--- config.mk ---
export PLATFORM = sky130hd
export DESIGN_NAME = tcsrc_top
export DESIGN_NICKNAME = d
export VERILOG_FILES = /design/src/hw/tcsrc_pkg.sv /design/src/hw/tcsrc_cc_decode.sv /design/src/hw/tcsrc_irq.sv /design/src/hw/tcsrc_top.sv
export SDC_FILE = /design/constraint.sdc
export NUM_CORES = 1
export LEC_CHECK = 0
export BUFFER_PORTS_ARGS = -buffer_cell sky130_fd_sc_hd__buf_2
export CAP_MARGIN = 20
export CORE_ASPECT_RATIO = 1.75
export CORE_UTILIZATION = 23
export DETAILED_ROUTE_END_ITERATION = 8
export PLACE_DENSITY_LB_ADDON = 0.3
export SLEW_MARGIN = 20
export SYNTH_ARGS = -nofsm -noshare
export SYNTH_HDL_FRONTEND = slang
export SYNTH_SLANG_ARGS = --single-unit
--- constraint.sdc ---
create_clock -name clk_sys -period 5.6 [get_ports clk_sys]
set_clock_uncertainty 0.05 [all_clocks]
set_input_delay 0.56 -clock clk_sys [delete_from_list [all_inputs] [get_ports clk_sys]]
set_output_delay 0.56 -clock clk_sys [all_outputs]
set_load 0.02 [all_outputs]
--- src/hw/tcsrc_pkg.sv ---
// Shared constants, types and helpers of the source attach output block
package tcsrc_pkg;

   // Termination seen on one CC line; LOW is a resistance below Ra
   typedef enum logic [2:0] {
      TERM_OPEN, TERM_RA, TERM_RD, TERM_RP, TERM_LOW
   } tcsrc_term_t;

   typedef enum logic [2:0] {
      ST_UNATTACHED, ST_ATTACHED, ST_DEBUG_UNORIENTED,
      ST_DEBUG_ORIENTED, ST_AUDIO
   } tcsrc_state_t;

   typedef enum logic [1:0] {VCONN_OFF, VCONN_CC1, VCONN_CC2} tcsrc_vconn_t;

   // Register indices (word addresses on the bus)
   localparam logic [7:0] REG_ATTACH_STATUS = 8'h0e;
   localparam logic [7:0] REG_PORT_STATE    = 8'h11;
   localparam logic [7:0] REG_IRQ_STATUS    = 8'h12;
   localparam logic [7:0] REG_IRQ_ENABLE    = 8'h13;
   localparam logic [7:0] REG_IRQ_CLEAR     = 8'h14;
   localparam logic [7:0] REG_CONTROL       = 8'h15;
   localparam logic [7:0] REG_PIN_STATUS    = 8'h16;

   // Attach status codes
   localparam logic [7:0] CODE_NONE       = 8'h00;
   localparam logic [7:0] CODE_SINK       = 8'h2d;
   localparam logic [7:0] CODE_SINK_VCONN = 8'h2f;
   localparam logic [7:0] CODE_DEBUG      = 8'h6d;
   localparam logic [7:0] CODE_AUDIO      = 8'h81;

   // Port state codes
   localparam logic [7:0] PORT_UNATTACHED = 8'h00;
   localparam logic [7:0] PORT_ATTACHED   = 8'h01;
   localparam logic [7:0] PORT_DBG_UNOR   = 8'h02;
   localparam logic [7:0] PORT_DBG_OR     = 8'h03;
   localparam logic [7:0] PORT_AUDIO      = 8'h04;

   // Interrupt bit positions and reset
   localparam int         IRQ_W            = 3;
   localparam int         IRQ_ATTACH_CHG   = 0;
   localparam int         IRQ_POWER_CHG    = 1;
   localparam int         IRQ_SUPPLY_FAULT = 2;
   localparam logic [2:0] IRQ_ENABLE_RESET = 3'h0;

   // Control bits and reset
   localparam int         CTRL_OVLO_CHECK  = 0;
   localparam int         CTRL_RANGE_CHECK = 1;
   localparam logic [1:0] CONTROL_RESET    = 2'h3;

   // Pin status bit positions
   localparam int PIN_POWER_LEVEL  = 0;
   localparam int PIN_ORIENT_LEVEL = 1;
   localparam int PIN_VCONN_CC1    = 2;
   localparam int PIN_VCONN_CC2    = 3;

   function automatic logic isPowered(tcsrc_state_t s);
      return (s == ST_ATTACHED) || (s == ST_DEBUG_UNORIENTED) ||
             (s == ST_DEBUG_ORIENTED);
   endfunction

   function automatic logic [7:0] attachCode(tcsrc_state_t s,
                                             tcsrc_vconn_t v);
      logic [7:0] c;
      c = CODE_NONE;
      case (s)
         ST_ATTACHED:         c = (v == VCONN_OFF) ? CODE_SINK
                                                   : CODE_SINK_VCONN;
         ST_DEBUG_UNORIENTED: c = CODE_DEBUG;
         ST_DEBUG_ORIENTED:   c = CODE_DEBUG;
         ST_AUDIO:            c = CODE_AUDIO;
         default:             c = CODE_NONE;
      endcase
      return c;
   endfunction

   function automatic logic [7:0] portCode(tcsrc_state_t s);
      logic [7:0] c;
      c = PORT_UNATTACHED;
      case (s)
         ST_ATTACHED:         c = PORT_ATTACHED;
         ST_DEBUG_UNORIENTED: c = PORT_DBG_UNOR;
         ST_DEBUG_ORIENTED:   c = PORT_DBG_OR;
         ST_AUDIO:            c = PORT_AUDIO;
         default:             c = PORT_UNATTACHED;
      endcase
      return c;
   endfunction

endpackage

--- src/hw/tcsrc_cc_decode.sv ---
// CC termination pair to attach state, orientation and VCONN side
`timescale 1ns/10ps
module tcsrc_cc_decode (
   // Terminations
   input  tcsrc_pkg::tcsrc_term_t  cc1Term,
   input  tcsrc_pkg::tcsrc_term_t  cc2Term,
   // Decoded target
   output tcsrc_pkg::tcsrc_state_t next_state,
   output logic                    next_flip,
   output tcsrc_pkg::tcsrc_vconn_t next_vconn
);
   always_comb begin
      next_state = tcsrc_pkg::ST_UNATTACHED;
      next_flip  = 1'b0;
      next_vconn = tcsrc_pkg::VCONN_OFF;
      if (cc1Term == tcsrc_pkg::TERM_RD && cc2Term == tcsrc_pkg::TERM_RD) begin
         next_state = tcsrc_pkg::ST_DEBUG_UNORIENTED;
      end else if (cc1Term == tcsrc_pkg::TERM_RA &&
                   cc2Term == tcsrc_pkg::TERM_RA) begin
         next_state = tcsrc_pkg::ST_AUDIO;
      end else if (cc1Term == tcsrc_pkg::TERM_RD) begin
         case (cc2Term)
            tcsrc_pkg::TERM_OPEN: next_state = tcsrc_pkg::ST_ATTACHED;
            tcsrc_pkg::TERM_RA: begin
               next_state = tcsrc_pkg::ST_ATTACHED;
               next_vconn = tcsrc_pkg::VCONN_CC2;
            end
            tcsrc_pkg::TERM_LOW: next_state = tcsrc_pkg::ST_DEBUG_ORIENTED;
            default: next_state = tcsrc_pkg::ST_UNATTACHED;
         endcase
      end else if (cc2Term == tcsrc_pkg::TERM_RD) begin
         next_flip = 1'b1;
         case (cc1Term)
            tcsrc_pkg::TERM_OPEN: next_state = tcsrc_pkg::ST_ATTACHED;
            tcsrc_pkg::TERM_RA: begin
               next_state = tcsrc_pkg::ST_ATTACHED;
               next_vconn = tcsrc_pkg::VCONN_CC1;
            end
            tcsrc_pkg::TERM_LOW: next_state = tcsrc_pkg::ST_DEBUG_ORIENTED;
            default: begin
               next_state = tcsrc_pkg::ST_UNATTACHED;
               next_flip  = 1'b0;
            end
         endcase
      end
   end
endmodule // tcsrc_cc_decode

--- src/hw/tcsrc_irq.sv ---
// Sticky event status, enable mask and level interrupt
`timescale 1ns/10ps
module tcsrc_irq #(
   parameter int W = 3
) (
   // Clock and reset
   input  logic         clk_sys,
   input  logic         reset,
   // Events and software access
   input  logic [W-1:0] eventIn,
   input  logic         enableWr,
   input  logic         clearWr,
   input  logic [W-1:0] wrData,
   // State
   output logic [W-1:0] status,
   output logic [W-1:0] enable,
   output logic         irq
);
   logic [W-1:0] next_status;
   logic [W-1:0] next_enable;

   if (W < 1) begin : g_check
      $error("tcsrc_irq needs at least one event");
   end

   // Set wins over a clear in the same cycle
   always_comb begin
      next_status = (status & ~(clearWr ? wrData : '0)) | eventIn;
      next_enable = enableWr ? wrData : enable;
   end

   always_ff @(posedge clk_sys) begin
      if (reset) begin
         status <= '0;
         enable <= W'(tcsrc_pkg::IRQ_ENABLE_RESET);
         irq    <= 1'b0;
      end else begin
         status <= next_status;
         enable <= next_enable;
         irq    <= |(next_status & next_enable);
      end
   end
endmodule // tcsrc_irq

--- src/hw/tcsrc_top.sv ---
// Source attach state, port outputs and register file
//
// Function
// - Enable low only when attached or debug, no overvoltage, bus in range.
// - Release enable as soon as any enabling condition fails.
// - Attach codes 00h none, 2Dh sink, 2Fh with VCONN, 6Dh debug, 81h audio.
// - Orientation low when sink is on CC2, released otherwise.
// - Rd with Ra attaches and powers VCONN on the Ra line only.
// - Ra/Rp only stays unattached; Rd-Rd unoriented debug; Ra-Ra audio.
// - Attach code may show passing values during transitions; ignore them.
// - Rd with below-Ra gives oriented debug, power on, VCONN off.
//
// The Avalon-MM register port is this design's own decision.
`timescale 1ns/10ps
module tcsrc_top #(
   parameter int ADDR_W = 8
) (
   // Clock and reset
   input  logic                    clk_sys,
   input  logic                    reset,
   // Avalon-MM slave
   input  logic [ADDR_W-1:0]       avs_address,
   input  logic                    avs_read,
   input  logic                    avs_write,
   input  logic [31:0]             avs_writedata,
   input  logic [3:0]              avs_byteenable,
   output logic [31:0]             avs_readdata,
   output logic                    avs_waitrequest,
   // CC line terminations
   input  tcsrc_pkg::tcsrc_term_t  cc1Term,
   input  tcsrc_pkg::tcsrc_term_t  cc2Term,
   // Supply and bus voltage monitors
   input  logic                    supplyPresent,
   input  logic                    supplyOvervoltage,
   input  logic                    busVoltageSenseInput,
   // Open-drain bus power enable
   input  logic                    sourcePowerEnableNIn,
   output logic                    sourcePowerEnableNOut,
   output logic                    sourcePowerEnableNOe,
   // Open-drain orientation flag
   input  logic                    orientFlagNIn,
   output logic                    orientFlagNOut,
   output logic                    orientFlagNOe,
   // VCONN switches
   output logic                    vconnCc1En,
   output logic                    vconnCc2En,
   // Interrupt
   output logic                    irq
);
   tcsrc_pkg::tcsrc_state_t state;
   tcsrc_pkg::tcsrc_state_t next_state;
   tcsrc_pkg::tcsrc_vconn_t next_vconn;
   logic                    next_flip;
   logic [7:0]              attachStatus;
   logic [7:0]              portState;
   logic [1:0]              control;
   logic                    suppliesOk;
   logic                    next_powerOn;
   logic                    busAck;
   logic                    wrAck;
   logic [31:0]             next_readdata;
   logic [tcsrc_pkg::IRQ_W-1:0] events;
   logic [tcsrc_pkg::IRQ_W-1:0] irqStatus;
   logic [tcsrc_pkg::IRQ_W-1:0] irqEnable;
   logic                    irqEnableWr;
   logic                    irqClearWr;

   if (ADDR_W < 5) begin : g_check
      $error("tcsrc_top needs ADDR_W of 5 or more");
   end

   ////////////////////////////////////////////////////////////////////////
   // Attach decode and power conditions

   tcsrc_cc_decode u_decode (
      .cc1Term    (cc1Term),
      .cc2Term    (cc2Term),
      .next_state (next_state),
      .next_flip  (next_flip),
      .next_vconn (next_vconn)
   );

   // A disabled check counts as passed; overvoltage only matters when the
   // high-voltage supply is actually there
   always_comb begin
      suppliesOk = 1'b1;
      if (control[tcsrc_pkg::CTRL_OVLO_CHECK] && supplyPresent &&
          supplyOvervoltage) begin
         suppliesOk = 1'b0;
      end else if (control[tcsrc_pkg::CTRL_RANGE_CHECK] &&
                   !busVoltageSenseInput) begin
         suppliesOk = 1'b0;
      end
      next_powerOn = tcsrc_pkg::isPowered(next_state) && suppliesOk;
   end

   ////////////////////////////////////////////////////////////////////////
   // State and status codes, updated together

   always_ff @(posedge clk_sys) begin
      if (reset) begin
         state        <= tcsrc_pkg::ST_UNATTACHED;
         attachStatus <= tcsrc_pkg::CODE_NONE;
         portState    <= tcsrc_pkg::PORT_UNATTACHED;
      end else begin
         state        <= next_state;
         // No staging through other codes here, so passing values that
         // software is told to ignore never actually appear
         attachStatus <=
            tcsrc_pkg::attachCode(next_state, next_vconn);
         portState    <= tcsrc_pkg::portCode(next_state);
      end
   end

   ////////////////////////////////////////////////////////////////////////
   // Port outputs

   // Open-drain pins only ever pull low; the output enable does the work
   always_ff @(posedge clk_sys) begin
      sourcePowerEnableNOut <= 1'b0;
      orientFlagNOut        <= 1'b0;
   end

   always_ff @(posedge clk_sys) begin
      if (reset) begin
         sourcePowerEnableNOe <= 1'b0;
         orientFlagNOe        <= 1'b0;
         vconnCc1En           <= 1'b0;
         vconnCc2En           <= 1'b0;
      end else begin
         sourcePowerEnableNOe <= next_powerOn;
         // Unoriented debug and audio carry no orientation
         orientFlagNOe <= next_flip &&
            (next_state == tcsrc_pkg::ST_ATTACHED ||
             next_state == tcsrc_pkg::ST_DEBUG_ORIENTED);
         vconnCc1En <= (next_state == tcsrc_pkg::ST_ATTACHED) &&
                       (next_vconn == tcsrc_pkg::VCONN_CC1);
         vconnCc2En <= (next_state == tcsrc_pkg::ST_ATTACHED) &&
                       (next_vconn == tcsrc_pkg::VCONN_CC2);
      end
   end

   ////////////////////////////////////////////////////////////////////////
   // Avalon-MM slave: one wait cycle, answer on the second edge

   assign busAck      = (avs_read || avs_write) && !avs_waitrequest;
   assign wrAck       = avs_write && !avs_waitrequest && avs_byteenable[0];
   assign irqEnableWr = wrAck &&
                        (avs_address == ADDR_W'(tcsrc_pkg::REG_IRQ_ENABLE));
   assign irqClearWr  = wrAck &&
                        (avs_address == ADDR_W'(tcsrc_pkg::REG_IRQ_CLEAR));

   always_ff @(posedge clk_sys) begin
      if (reset) begin
         avs_waitrequest <= 1'b1;
      end else if ((avs_read || avs_write) && avs_waitrequest) begin
         avs_waitrequest <= 1'b0;
      end else begin
         avs_waitrequest <= 1'b1;
      end
   end

   always_comb begin
      next_readdata = 32'h0000_0000;
      if (avs_address == ADDR_W'(tcsrc_pkg::REG_ATTACH_STATUS)) begin
         next_readdata[7:0] = attachStatus;
      end else if (avs_address == ADDR_W'(tcsrc_pkg::REG_PORT_STATE)) begin
         next_readdata[7:0] = portState;
      end else if (avs_address == ADDR_W'(tcsrc_pkg::REG_IRQ_STATUS)) begin
         next_readdata[tcsrc_pkg::IRQ_W-1:0] = irqStatus;
      end else if (avs_address == ADDR_W'(tcsrc_pkg::REG_IRQ_ENABLE)) begin
         next_readdata[tcsrc_pkg::IRQ_W-1:0] = irqEnable;
      end else if (avs_address == ADDR_W'(tcsrc_pkg::REG_CONTROL)) begin
         next_readdata[1:0] = control;
      end else if (avs_address == ADDR_W'(tcsrc_pkg::REG_PIN_STATUS)) begin
         next_readdata[tcsrc_pkg::PIN_POWER_LEVEL]  = sourcePowerEnableNIn;
         next_readdata[tcsrc_pkg::PIN_ORIENT_LEVEL] = orientFlagNIn;
         next_readdata[tcsrc_pkg::PIN_VCONN_CC1]    = vconnCc1En;
         next_readdata[tcsrc_pkg::PIN_VCONN_CC2]    = vconnCc2En;
      end
   end

   // Read data loads with the wait release so it stands at the taking edge
   always_ff @(posedge clk_sys) begin
      if (reset) begin
         avs_readdata <= 32'h0000_0000;
      end else if (avs_read && avs_waitrequest) begin
         avs_readdata <= next_readdata;
      end
   end

   always_ff @(posedge clk_sys) begin
      if (reset) begin
         control <= tcsrc_pkg::CONTROL_RESET;
      end else if (wrAck &&
                   avs_address == ADDR_W'(tcsrc_pkg::REG_CONTROL)) begin
         control <= avs_writedata[1:0];
      end
   end

   ////////////////////////////////////////////////////////////////////////
   // Interrupts

   always_comb begin
      events = '0;
      events[tcsrc_pkg::IRQ_ATTACH_CHG]   = (next_state != state);
      events[tcsrc_pkg::IRQ_POWER_CHG]    =
         (next_powerOn != sourcePowerEnableNOe);
      events[tcsrc_pkg::IRQ_SUPPLY_FAULT] =
         tcsrc_pkg::isPowered(next_state) && !suppliesOk;
   end

   tcsrc_irq #(.W(tcsrc_pkg::IRQ_W)) u_irq (
      .clk_sys  (clk_sys),
      .reset    (reset),
      .eventIn  (events),
      .enableWr (irqEnableWr),
      .clearWr  (irqClearWr),
      .wrData   (avs_writedata[tcsrc_pkg::IRQ_W-1:0]),
      .status   (irqStatus),
      .enable   (irqEnable),
      .irq      (irq)
   );
endmodule // tcsrc_top

Yosys cells after proc, flatten, opt, wreduce, memory -nomap -nowiden

Index checks and enable logic that the tools add are counted.

Flip-flop bits (word level): 41
Logic and storage cells: 105
Input port bits: 59

Equality and inequality tests: 21
Bitwise logic cells: 4
Muxes and demuxes: 35
Reduce and logical (&&, ||, !) cells: 32

Operators by type and width:

| cell                 | count |
|---|---|
| $eq A8 B5 Y1 const B | 6 |
| $mux W3              | 8 |
| $pmux W8 S3          | 1 |
| $logic_and A1 B1 Y1  | 17 |
| $mux W2              | 8 |
| $eq A3 B2 Y1 const B | 4 |
| $mux W4              | 3 |
| $pmux W3 S4          | 1 |
| $mux W1              | 11 |
| $eq A3 B1 Y1 const B | 3 |
| $eq A3 B3 Y1 const B | 3 |
| $eq A8 B4 Y1 const B | 1 |
| $mux W8              | 1 |
| $pmux W2 S2          | 2 |
| $and A3 B3 Y3        | 2 |
| $logic_not A3 Y1     | 2 |
| $reduce_or A2 Y1     | 3 |
| $reduce_or A3 Y1     | 2 |
| $logic_or A1 B1 Y1   | 4 |
| $logic_not A1 Y1     | 3 |
| $ne A3 B3 Y1         | 1 |
| $not A3 Y3           | 1 |
| $or A3 B3 Y3         | 1 |
| $eq A2 B1 Y1 const B | 1 |
| other kinds (3)      | 3 |

Logic depth before layout (Yosys ltp)

Gate-level depths: netlist of the first run.

Depth in word-level cells: 15
Gate-level depth with buffers: 7
Depth with buffers taken out: 6

Modules after synthesis

From an unflattened synthesis of the first run, not the netlist that was laid out.

Cell total of the unflattened synthesis: 196
Area total of the unflattened synthesis: 1730.4 µm²

Modules (own cells, without submodules):

| module          | times used | cells each | sequential area each (µm²) | area each (µm²) |
|---|---|---|---|---|
| tcsrc_top       | 1          | 156        | 480.5                      | 1358.8 |
| tcsrc_irq       | 1          | 25         | 140.1                      | 261.5 |
| tcsrc_cc_decode | 1          | 15         | 0.0                        | 110.1 |

Worst setup path before layout of the first run

No wires, ideal clock.

Kind: input port to flip-flop
Start: in cc1Term[2]
End: reg u_irq.irq
Path buffers: 1
Stages on the path: 7
Data arrival time: 2.041 ns
Library setup time: 0.122 ns
Slack: 3.387 ns
Cell sequence: buf_2 and2_1 a2111oi_0 o211ai_1 xor2_1 nand2_1 a221o_1

Cells in the longest elaborated chain, start to end: 15
Elaborated cells on any way between the ends: 24
Those cells by class: eq/ne (8); mux (5); bitwise (2); reduce/logical (9)

Ends and longest elaborated chain:

| item                                                    | line                                         | source |
|---|---|---|
| start: declaration                                      | tcsrc_top.sv:30                              | `input tcsrc_pkg::tcsrc_term_t cc1Term,` |
| $eq A3 B1 Y1 / $logic_not A3 Y1 (equally long branches) | tcsrc_cc_decode.sv:18, tcsrc_cc_decode.sv:33 |  |
| $reduce_or A2 Y1 (no source line)                       | -                                            |  |
| $pmux W2 S2                                             | tcsrc_cc_decode.sv:33                        | `case (cc1Term)` |
| $mux W3                                                 | tcsrc_cc_decode.sv:31                        | `end else if (cc2Term == tcsrc_pkg::TERM_RD) begin` |
| $mux W3                                                 | tcsrc_cc_decode.sv:21                        | `end else if (cc1Term == tcsrc_pkg::TERM_RD) begin` |
| $mux W3                                                 | tcsrc_cc_decode.sv:18                        | `end else if (cc1Term == tcsrc_pkg::TERM_RA &&` |
| $mux W3 (*)                                             | tcsrc_cc_decode.sv:16                        | `if (cc1Term == tcsrc_pkg::TERM_RD && cc2Term == tcsrc_pkg::TERM_RD) begin` |
| $eq A3 B1 Y1 / $eq A3 B2 Y1 (equally long branches)     | tcsrc_pkg.sv:58                              | `return (s == ST_ATTACHED) \|\| (s == ST_DEBUG_UNORIENTED) \|\|` |
| $logic_or A1 B1 Y1 (2 in a row)                         | tcsrc_pkg.sv:58                              |  |
| $logic_and A1 B1 Y1                                     | tcsrc_top.sv:94                              | `next_powerOn = tcsrc_pkg::isPowered(next_state) && suppliesOk;` |
| $ne A1 B1 Y1                                            | tcsrc_top.sv:208                             | `(next_powerOn != sourcePowerEnableNOe);` |
| $or A3 B3 Y3 (*)                                        | tcsrc_irq.sv:28                              | `next_status = (status & ~(clearWr ? wrData : '0)) \| eventIn;` |
| $and A3 B3 Y3 (*)                                       | tcsrc_irq.sv:40                              | `irq <= \|(next_status & next_enable);` |
| $reduce_or A3 Y1 (*)                                    | tcsrc_irq.sv:40                              |  |
| end signal: assignment                                  | tcsrc_irq.sv:40                              |  |
| end: declaration                                        | tcsrc_irq.sv:17                              | `output logic irq` |

Every way passes the cells marked *; elsewhere a longest branch is shown, timed or not.
A chain may end at the register's enable or synchronous reset.

Worst setup path after layout of the first run

Start: in avs_address[5]
End: reg u_irq.irq

Cells in the longest elaborated chain, start to end: 8
Elaborated cells on any way between the ends: 11
Those cells by class: eq/ne (2); mux (2); bitwise (4); reduce/logical (3)

Ends and longest elaborated chain:

| item                 | line             | source |
|---|---|---|
| start: declaration   | tcsrc_top.sv:22  | `input logic [ADDR_W-1:0] avs_address,` |
| $eq A8 B5 Y1         | tcsrc_top.sv:151 | `(avs_address == ADDR_W'(tcsrc_pkg::REG_IRQ_CLEAR));` |
| $logic_and A1 B1 Y1  | tcsrc_top.sv:150 | `assign irqClearWr = wrAck &&` |
| $mux W3              | tcsrc_irq.sv:28  |  |
| $not A3 Y3           | tcsrc_irq.sv:28  |  |
| $and A3 B3 Y3        | tcsrc_irq.sv:28  |  |
| $or A3 B3 Y3         | tcsrc_irq.sv:28  |  |
| $and A3 B3 Y3 (*)    | tcsrc_irq.sv:40  |  |
| $reduce_or A3 Y1 (*) | tcsrc_irq.sv:40  |  |

Marks and branches as above.

==> results of run 1 <==
[cell usage in the layout (no fill, tap or decap), types with 3 or more instances in the layout]
| master | n |
|---|---|
| nor3b_1 | 3 |
| nor3_1 | 5 |
| nand2b_1 | 3 |
| nor2_1 | 22 |
| o21ai_0 | 5 |
| nor2b_1 | 3 |
| conb_1 | 27 |
| inv_1 | 4 |
| buf_2 | 39 |
| clkbuf_16 | 5 |
| dfxtp_1 | 31 |
| nand2_1 | 24 |
| mux2i_1 | 6 |
| a21oi_1 | 14 |
| xor2_1 | 3 |
| a22oi_1 | 4 |
[area by class of cell]
cell class,count,area [um^2]
clock buffer,8,156
multi-input combinational,166,971
inverter,4,15.0
fill,803,5220
tap,86,108
timing repair buffer,39,195
sequential,31,621
[per-layer routing]
layer / up-vias / wire length (um)
met5: - / 0
met1: 674 / 1540
met3: 7 / 165
met4: 0 / 130
li1: 755 / -
met2: 49 / 2290
[registers in the layout (all words and copies together), names as in the netlist, 2 cells and up]
register and count:
attachStatus 4, avs_readdata 7, control 2, portState 3, state 3, u_irq.enable 3
u_irq.status 3
[metrics by stage]
stage | total power [mW] | util [%] | cells
after global placement | 0.304 | 26.2 | 326
after floorplan | 0.299 | - | 238
after CTS | 0.588 | 28.4 | 334
after detailed placement | 0.305 | 26.2 | 326
final | 0.584 | 28.4 | 334
after global routing | 0.604 | 28.4 | 334
[power groups by stage]
stage / Sequential, mW / Combinational (mW) / Clock, mW
2_1_floorplan: 0.235 / 0.0633 / 0
3_3_place_gp: 0.234 / 0.0699 / 0
3_5_place_dp: 0.234 / 0.0706 / 0
4_1_cts: 0.229 / 0.0707 / 0.288
5_1_grt: 0.230 / 0.0788 / 0.296
6_report: 0.229 / 0.0705 / 0.284
[tightest hold or removal path: stages (launching register included)]
cell     delay [ns]
dfxtp_1        0.30
nand2_1        0.05
a21oi_1        0.05
[kinds of logic (layout without fill, tap and decap cells)]
logic type	Yosys count	in the layout	share of synthesized area (%)
compound gates	41	41	15.2
xor+xnor	4	4	1.99
flops	31	31	35.3
simple gates	87	87	28.2
buf+inv	41	51	15.0
mux	7	7	4.06
other cells	1	27	0.213
[path summary, 6_finish.rpt]
| check | end | depth (start not counted) | from |
|---|---|---|---|
| worst min-delay path | avs_readdata[0] | 2 | avs_readdata[0] |
| worst min register to register | avs_readdata[0] | 2 | avs_readdata[0] |
| worst max-delay path | u_irq.irq | 7 | avs_address[5] |
| worst max register to register | u_irq.irq | 6 | avs_waitrequest |
==> metrics.csv, run 1 <==
stage,metric,value,unit
grt,met2 global-route usage,20.4,%
setup_path,type of the worst setup path,input port to register,
sta,final max-slew violation count,0,
finish,area delta synth->final,17.5,%
floorplanning,Die Height,118,um
logic_synthesis,top_reg_cell synth,dfxtp_1,
pwr,internal power consumption,0.437,mW
place,pre-CTS setup slack,3.15,ns
floorplanning,chip width,68.1,um
logic_synthesis,"area leader, netlist",dfxtp_1,
pwr,clock power share,48.6,%
sta,fmax,0.466,GHz
setup_path,CP max-delay cell,or3_4,
setup_path,reg2reg setup slack,3.59,ns
floorplanning,I/O pins,99,
sta,Tmin final,2.15,ns
clock_network,CTS buffer count,5,
place,final HPWL from detailed placement,3280,um
floorplanning,Core Footprint,0.00728,mm^2
clock_network,Clock Path Buffers,2,
detailed_routing,initial detailed-routing violation count,66,
logic_synthesis,area share of the largest cell type after synthesis,35.3,%
clock_network,post-cts sizing count,0,
sta,Finish-stage setup viols,0,
logic_synthesis,count of cell types in the netlist,48,
logic_synthesis,mapped cell area,0.00176,mm^2
detailed_routing,vias post-DR,1485,
sta,Slew HR,62.7,%
pwr,sequential share of power,39.3,%
clock_network,# hold bufs at CTS,0,
logic_synthesis,async set or reset register ratio after synthesis,0,%
pwr,Switching Power,0.147,mW
grt,largest net degree at the start of global routing,25,
setup_path,"delay-heaviest family, CP",simple AND/OR/NAND/NOR gates,
grt,number of antenna violations at the first check in global routing,0,
setup_path,Critical Path RT,5.71,ns
place,Placed Area,0.00191,mm^2
sta,RSZ-0062 raised after global routing,no,
pwr,Leakage Power,0.902,nW
logic_synthesis,largest cells by area after synthesis,"dfxtp_1, buf_4, nand2_1",
setup_path,WP buf/inv,1,
job,Max Cap Viol,0,
finish,n_diodes,0,
pwr,Sw Ratio,25.2,%
sta,Final WS setup,3.45,ns
finish,Final nets,306,
clock_network,clock-pin slew on the worst setup and hold paths,0.05,ns
place,port buffer count,39,
logic_synthesis,yosys warns,0,
sta,Fin Hold WS,0.396,ns
worst_hold_path,Hold WC Path Type,register to register,
detailed_routing,DR WL/cell,12.3,um
logic_synthesis,Synth top cells by count,"dfxtp_1, buf_4, nand2_1",
clock_network,CTS tree,done,
pwr,power share of the combinational group,12.1,%
pwr,Peak VDD IR,106,uV
sta,Hold Fails Final Rpt,0,
grt,global-route wire length before repair,6700,um
logic_synthesis,most numerous cell in the Yosys netlist,dfxtp_1,
setup_path,slowest cell delay on critical path,0.42,ns
detailed_routing,first-pass detailed-route iteration total,4,
finish,Final Cell Area,0.00207,mm^2
logic_synthesis,Syn Inst Count,212,
grt,vias in the first global route,1369,
floorplanning,Row Count,41,
logic_synthesis,register bit count reported by yosys,31,
logic_synthesis,"Avg Cell Area, Syn",8.29,um^2
grt,GR Util met3,1.55,%
logic_synthesis,Post-synth EDFFs,0,
pwr,Pwr Density,283,mW/mm^2
clock_network,postcts setup bufs,0,
setup_path,crit path DAT,2.26,ns
grt,grt ovf,0,
setup_path,crit path max fanout,4,
sta,Tcrit/Tclk final,38.4,%
clock_network,H-tree Lvls,2,
floorplanning,Starting Density,24.1,%
floorplanning,DIE AREA,0.00801,mm^2
logic_synthesis,sequential share of the synthesized area,35.3,%
detailed_routing,final wirelength,4120,um
detailed_routing,DRC errors left,0,
finish,share of cells above drive strength 1,22.2,%
sta,Worst-Margin Slew,0.545,ns
grt,GRT Max-Usage Layer,met2,
clock_network,clk_lat worst skew,0.28,ns
clock_network,CTS Root Cell,clkbuf_16,
grt,GRT Resource Usage Total,11.5,%
setup_path,"critical path, cell by cell","buf_2, or3_4, nor4_4, nand2_1, a21o_1, o31a_1, a221o_1",
place,Final GP Congestion,0.778,
setup_path,crit path capture type,register,
detailed_routing,DRT antenna net count,0,
detailed_routing,vias per cell,4.45,
sta,Fin Setup TNS,0,ns
grt,GRT met1 Usage,11.6,%
clock_network,Clock Sink Count,31,
setup_path,Setup crit start kind,input port,
outcome,status,finished clean,
(Power assumes the default switching activity.)
==> run 2, diff against run 1 <==
clock period = 2.01 ns   (was 5.6 ns; I/O delays follow)
==> run 2 against run 1 <==
Compared with the run above: final cell count grew 3.9%; routed wire length grew 0.39%; sequential cell count is the same; register-to-register slack lost 3.4 ns; total power grew to 2.9 times the previous value; die area is the same; hold slack lost 0.28 ns; sequential share of layout area shrank 1.6 points; utilization grew 1.6 points; non-clock buffer count grew 13; critical path type is now register to register; largest power group unchanged.
==> metrics.csv, run 2 (synthesis results as in run 1) <==
stage,metric,value,unit,change
clock_network,clock-pin slew on the worst setup and hold paths,0.05,ns,about the same
sta,Finish-stage setup viols,0,,unchanged
setup_path,WP buf/inv,0,,was 1
clock_network,Clock Sink Count,31,,unchanged
floorplanning,Starting Density,24.1,%,unchanged
finish,multi-input logic area,971,um^2,unchanged
finish,Final Core Density,29.9,%,was 28.4%
setup_path,"delay-heaviest family, CP",simple AND/OR/NAND/NOR gates,,unchanged
clock_network,post-cts sizing count,0,,unchanged
grt,largest net degree at the start of global routing,25,,unchanged
finish,"commonest non-fill, non-tap cells in the layout","buf_2, dfxtp_1, conb_1, nand2_1, nor2_1",,unchanged
sta,Tmin final,1.86,ns,
place,Final GP Congestion,0.815,,was 0.778
sta,Fin Hold WS,0.116,ns,was 0.396 ns
setup_path,crit path DAT,1.97,ns,was 2.26 ns
setup_path,crit path max fanout,3,,was 4
clock_network,postcts setup bufs,0,,unchanged
finish,"leading cell type in the layout, fill and taps excluded",buf_2,,unchanged
grt,global-route wire length before repair,6980,um,was 6700 um
clock_network,CTS tree,done,,unchanged
setup_path,CP Depth,6,,was 7
finish,area delta synth->final,24.1,%,was 17.5%
clock_network,H-tree Lvls,2,,unchanged
job,Max Cap Viol,0,,unchanged
floorplanning,Die Height,118,um,unchanged
finish,fill cell count,806,,was 803
finish,n_diodes,0,,unchanged
detailed_routing,final wirelength,4140,um,was 4120 um
setup_path,Critical Path RT,2.12,ns,was 5.71 ns
grt,number of antenna violations at the first check in global routing,0,,unchanged
sta,Hold Fails Final Rpt,0,,unchanged
clock_network,CTS Root Cell,clkbuf_16,,unchanged
clock_network,# hold bufs at CTS,0,,unchanged
place,final HPWL from detailed placement,3370,um,was 3280 um
worst_hold_path,Hold Path Cell Cnt,2,,unchanged
clock_network,clk_lat worst skew,0.27,ns,was 0.28 ns
floorplanning,DIE AREA,0.00801,mm^2,unchanged
setup_path,type of the worst setup path,register to register,,was input port to register
grt,vias in the first global route,1549,,was 1369
worst_hold_path,Hold WC Path Type,input port to register,,was register to register
setup_path,crit path capture type,register,,unchanged
finish,Largest regs,"avs_readdata (7), attachStatus (4)",,unchanged
place,Placed Area,0.00201,mm^2,was 0.00191 mm^2
clock_network,CTS buffer count,5,,unchanged
pwr,Leakage Power,0.974,nW,was 0.902 nW
pwr,Final Power,1.72,mW,was 0.584 mW
detailed_routing,DRC errors left,0,,unchanged
finish,share of cells above drive strength 1,26.4,%,was 22.2%
floorplanning,chip width,68.1,um,unchanged
finish,Final Cell Area,0.00218,mm^2,was 0.00207 mm^2
floorplanning,Row Count,41,,unchanged
sta,RSZ-0062 raised after global routing,no,,unchanged
detailed_routing,DRT antenna net count,0,,unchanged
floorplanning,I/O pins,99,,unchanged
pwr,Peak VDD IR,280,uV,was 106 uV
finish,Final nets,319,,was 306
outcome,status,finished clean,,unchanged
setup_path,Setup crit start kind,register,,was input port
sta,final max-slew violation count,0,,unchanged
detailed_routing,initial detailed-routing violation count,73,,was 66
setup_path,"critical path, cell by cell","nand3b_2, nor4_4, nand2_1, a21o_1, o31a_1, a221o_1",,"was buf_2, or3_4, nor4_4, nand2_1, a21o_1, o31a_1, a221o_1"
detailed_routing,DR WL/cell,11.9,um,was 12.3 um
floorplanning,Core Footprint,0.00728,mm^2,unchanged
place,port buffer count,39,,unchanged
detailed_routing,vias per cell,4.46,,was 4.45
finish,register area,621,um^2,unchanged
setup_path,R2R depth,6,,unchanged
clock_network,Clock Path Buffers,2,,unchanged
setup_path,slowest cell delay on critical path,0.31,ns,was 0.42 ns
grt,GRT Resource Usage Total,11.6,%,was 11.5%
setup_path,CP max-delay cell,nor4_4,,was or3_4
grt,grt ovf,0,,unchanged
sta,Tcrit/Tclk final,92.5,%,
sta,Fin Setup TNS,0,ns,unchanged
finish,largest register by flop count,avs_readdata,,unchanged
pwr,Pwr Density,788,mW/mm^2,was 283 mW/mm^2
detailed_routing,vias post-DR,1546,,was 1485
finish,max reg flops,7,,unchanged
sta,fmax,0.538,GHz,
detailed_routing,first-pass detailed-route iteration total,4,,unchanged
==> run 2: where the power goes <==
| part | leakage, nW | switching, mW | total [mW] | internal (mW) |
|---|---|---|---|---|
| sequential | 0.251 | 0.00755 | 0.637 | 0.630 |
| combinational | 0.636 | 0.139 | 0.212 | 0.0732 |
| clock | 0.0868 | 0.253 | 0.868 | 0.615 |
==> run 2: layer usage <==
layer / part of all wire [%] / routed length [um] / track usage (%)
met1: 35 / 1460 / 11.0
met2: 57 / 2370 / 21.5
met3: 4.7 / 193 / 1.55
met4: 2.8 / 115 / 7.42
met5: 0 / 0 / 0
==> run 2: per-stage QoR <==
stage	setup WS, ns	instances
after floorplan	0.150	238
after global placement	-0.0299	339
after detailed placement	-0.0327	339
after CTS	0.119	347
after global routing	0.0731	347
final	0.151	347
==> run 2: worst paths after layout <==
| kind | startpoint | endpoint | slack, ns |
|---|---|---|---|
| worst max-delay path | avs_waitrequest | u_irq.irq | 0.15 |
| worst min-delay path | avs_write | avs_waitrequest | 0.12 |
| worst max register to register | avs_waitrequest | u_irq.irq | 0.15 |
| worst min register to register | avs_readdata[0] | avs_readdata[0] | 0.40 |
==> run 2: final cells by class <==
type | count | share of cell area [%]
timing repair buffer | 52 | 13.4
clock inverter | 2 | 1.61
tap | 86 | 4.93
sequential | 31 | 28.5
clock buffer | 6 | 6.37
multi-input combinational | 166 | 44.5
inverter | 4 | 0.688
==> run 2: worst reg2reg max path, cell delays in order, from the launching register on <==
cell and delay, ns:
dfxtp_1 0.30, nand3b_2 0.29, nor4_4 0.31, nand2_1 0.10, a21o_1 0.19, o31a_1 0.25
a221o_1 0.26
==> run 3, diff against run 2 <==
SYNTH_HIERARCHICAL = 1   (was default)
==> run 3 against run 2 <==
Compared with the run above: setup slack better by 0.069 ns; area after synthesis down 1.6%; critical path depth up 4; sequential power fell by 0.8%; register-to-register slack improved by 0.25 ns; fmax increased by 3.9%; count of clock-buffer cells in the layout down 1; synthesized cell count decreased by 7.5%.
==> metrics.csv, run 3 <==
stage,metric,value,unit,change
outcome,status,finished clean,,unchanged
clock_network,CTS buffer count,5,,unchanged
clock_network,Clock Sink Count,31,,unchanged
clock_network,clk_lat worst skew,0.27,ns,about the same
setup_path,type of the worst setup path,input port to register,,was register to register
setup_path,Critical Path RT,2.15,ns,was 2.12 ns
setup_path,crit path capture type,register,,unchanged
sta,Finish-stage setup viols,0,,unchanged
clock_network,# hold bufs at CTS,0,,unchanged
floorplanning,Core Footprint,0.00723,mm^2,was 0.00728 mm^2
grt,GRT Resource Usage Total,11.6,%,about the same
detailed_routing,initial detailed-routing violation count,46,,was 73
pwr,Final Power,1.54,mW,was 1.72 mW
logic_synthesis,Compound-Gate Fraction of Synth Area,12.9,%,was 15.2%
grt,largest net degree at the start of global routing,20,,was 25
logic_synthesis,Synth top cells by count,"dfxtp_1, buf_4, nor2_1",,"was dfxtp_1, buf_4, nand2_1"
logic_synthesis,top_reg_cell synth,dfxtp_1,,unchanged
floorplanning,Die Height,117,um,was 118 um
finish,Largest regs,"avs_readdata (7), attachStatus (5)",,"was avs_readdata (7), attachStatus (4)"
setup_path,"critical path, cell by cell","buf_2, or4b_4, a21o_1, o21ai_2, nor2_1, nor3_1, xor2_1, inv_1, a211o_1, o221ai_2",,"was nand3b_2, nor4_4, nand2_1, a21o_1, o31a_1, a221o_1"
setup_path,Critical path origin,cc2Term[1],,was avs_waitrequest
clock_network,clock-pin slew on the worst setup and hold paths,0.05,ns,about the same
grt,vias in the first global route,1399,,was 1549
worst_hold_path,hold path start,avs_write,,unchanged
pwr,Leakage Power,0.966,nW,was 0.974 nW
logic_synthesis,sequential share of the synthesized area,35.9,%,was 35.3%
sta,Slew HR,66.5,%,
clock_network,CTS Root Cell,clkbuf_16,,unchanged
logic_synthesis,area share of the largest cell type after synthesis,35.9,%,was 35.3%
detailed_routing,DR WL/cell,12.4,um,was 11.9 um
logic_synthesis,Post-synth EDFFs,0,,unchanged
detailed_routing,final wirelength,4130,um,was 4140 um
setup_path,crit path max fanout,4,,was 3
sta,Final WS setup,0.220,ns,was 0.151 ns
logic_synthesis,simple logic cell fraction of the synthesized area,27.5,%,was 28.2%
logic_synthesis,most numerous cell in the Yosys netlist,dfxtp_1,,unchanged
logic_synthesis,Syn Inst Count,196,,was 212
logic_synthesis,Post-Synth XOR/XNOR Area,2.53,%,was 1.99%
place,Final GP Congestion,0.888,,was 0.815
sta,fmax,0.559,GHz,was 0.538 GHz
floorplanning,DIE AREA,0.00789,mm^2,was 0.00801 mm^2
logic_synthesis,mux cell area share after synthesis,5.78,%,was 4.06%
finish,largest register by flop count,avs_readdata,,unchanged
pwr,internal power consumption,1.14,mW,was 1.32 mW
setup_path,Setup crit start kind,input port,,was register
detailed_routing,DRT antenna net count,0,,unchanged
clock_network,Clock Path Buffers,2,,unchanged
worst_hold_path,Hold WC Path Type,input port to register,,unchanged
pwr,sequential share of power,41.2,%,was 37.1%
pwr,Switching Power,0.396,mW,was 0.400 mW
logic_synthesis,count of cell types in the netlist,49,,was 48
finish,"leading cell type in the layout, fill and taps excluded",buf_2,,unchanged
finish,area delta synth->final,21.7,%,was 24.1%
floorplanning,chip width,67.6,um,was 68.1 um
logic_synthesis,post-synthesis adder-cell area fraction,0,%,unchanged
finish,share of cells above drive strength 1,26.7,%,was 26.4%
logic_synthesis,mapped cell area,0.00173,mm^2,was 0.00176 mm^2
finish,n_diodes,0,,unchanged
detailed_routing,DRC errors left,0,,unchanged
setup_path,launch point of the worst reg-to-reg path,avs_waitrequest,,unchanged
sta,Tmin final,1.79,ns,was 1.86 ns
clock_network,CTS tree,done,,unchanged
pwr,power share of the combinational group,12.3,%,was 12.4%
finish,"commonest non-fill, non-tap cells in the layout","buf_2, dfxtp_1, conb_1, nor2_1",,"was buf_2, dfxtp_1, conb_1, nand2_1, nor2_1"
setup_path,slowest cell delay on critical path,0.53,ns,was 0.31 ns
grt,number of antenna violations at the first check in global routing,0,,unchanged
sta,Tcrit/Tclk final,89.0,%,was 92.5%
grt,grt ovf,0,,unchanged
logic_synthesis,"area leader, netlist",dfxtp_1,,unchanged
sta,final max-slew violation count,0,,unchanged
sta,Worst-Margin Slew,0.495,ns,
job,Max Cap Viol,0,,unchanged
setup_path,"delay-heaviest family, CP",simple AND/OR/NAND/NOR gates,,unchanged
logic_synthesis,async set or reset register ratio after synthesis,0,%,unchanged
finish,max reg flops,7,,unchanged
pwr,Pwr Density,729,mW/mm^2,was 788 mW/mm^2
place,port buffer count,39,,unchanged
clock_network,postcts setup bufs,0,,unchanged
logic_synthesis,register bit count reported by yosys,31,,unchanged
detailed_routing,first-pass detailed-route iteration total,4,,unchanged
place,pre-CTS setup slack,-0.0890,ns,was -0.0327 ns
detailed_routing,vias per cell,4.38,,was 4.46
setup_path,CP max-delay cell,or4b_4,,was nor4_4
finish,Final nets,305,,was 319
pwr,clock power share,46.5,%,was 50.5%
floorplanning,Starting Density,23.9,%,was 24.1%
setup_path,crit path DAT,1.93,ns,was 1.97 ns
pwr,Sw Ratio,25.8,%,was 23.3%
detailed_routing,vias post-DR,1458,,was 1546
logic_synthesis,yosys warns,6,,was 0
sta,RSZ-0062 raised after global routing,no,,unchanged
clock_network,H-tree Lvls,2,,unchanged
sta,Hold Fails Final Rpt,0,,unchanged
setup_path,WP buf/inv,2,,was 0
grt,global-route wire length before repair,6560,um,was 6980 um
place,final HPWL from detailed placement,3400,um,was 3370 um
clock_network,post-cts sizing count,0,,unchanged
logic_synthesis,largest cells by area after synthesis,"dfxtp_1, buf_4, mux2i_1",,"was dfxtp_1, buf_4, nand2_1"
logic_synthesis,"Avg Cell Area, Syn",8.83,um^2,was 8.29 um^2
floorplanning,Row Count,41,,unchanged
pwr,Peak VDD IR,281,uV,was 280 uV
floorplanning,I/O pins,99,,unchanged
logic_synthesis,combinational family with the most area after synthesis,simple AND/OR/NAND/NOR gates,,unchanged
[run 3: cell count changes after synthesis, moves of 4 or more]
cell     change
nand3_1      +5
buf_2        -4
nand2_1     -14
nor2b_1      +4
a21oi_1      -5
inv_1        +4
mux2i_1      +4
a22oi_1      -4
nor2_1       -6
[run 3: cells by family after synthesis]
family | Yosys count
muxes | 10
buffers and inverters | 39
xor gates and xnor gates | 5
and+or+nand+nor | 79
other | 1
DFF | 31
AOI/OAI and AO/OA | 31
[run 3: final timing paths]
check                    endpoint  slack (ns)  cells past startpoint
setup / recovery        u_irq/irq        0.22                     10
hold / removal    avs_waitrequest        0.10                      2
setup reg to reg        u_irq/irq        0.40                      5
hold reg to reg   avs_readdata[5]        0.40                      2
[run 3: power by group through the flow]
stage / combinational, mW / clock, mW / sequential, mW
floorplan: 0.162 / 0 / 0.646
global placement: 0.189 / 0 / 0.645
detailed placement: 0.190 / 0 / 0.645
CTS: 0.191 / 0.726 / 0.632
global route: 0.212 / 0.765 / 0.633
finish: 0.189 / 0.714 / 0.632
[run 3: area by class of cell]
| cell class | instances | area [um^2] |
|---|---|---|
| clock buffer | 5 | 125 |
| tap | 86 | 108 |
| fill | 771 | 5130 |
| timing repair buffer | 48 | 263 |
| clock inverter | 3 | 15.0 |
| inverter | 8 | 30.0 |
| sequential | 31 | 621 |
| multi-input combinational | 152 | 945 |
[run 3: metrics by stage]
stage	hold WS (ns)	utilization (%)	instances	setup TNS (ns)	instance area, um^2
2_1_floorplan	0.220	-	222	0	1830
3_3_place_gp	0.384	27.2	325	-0.0789	1970
3_5_place_dp	0.386	27.2	325	-0.0890	1970
4_1_cts	0.0992	29.1	333	0	2110
5_1_grt	0.105	29.1	333	0	2110
6_report	0.103	29.1	333	0	2110
[run 3: worst register-to-register path, delay by kind of cell (launching register included)]
kind            cells  cell delay (ns)
simple gates        2             0.55
flops               1             0.34
mux                 1             0.30
compound gates      2             0.25
[run 3: routing by layer]
layer,wire (um),track usage (%)
met3,202,2.05
met5,0,0
met4,142,7.66
met1,1510,11.0
met2,2270,21.8
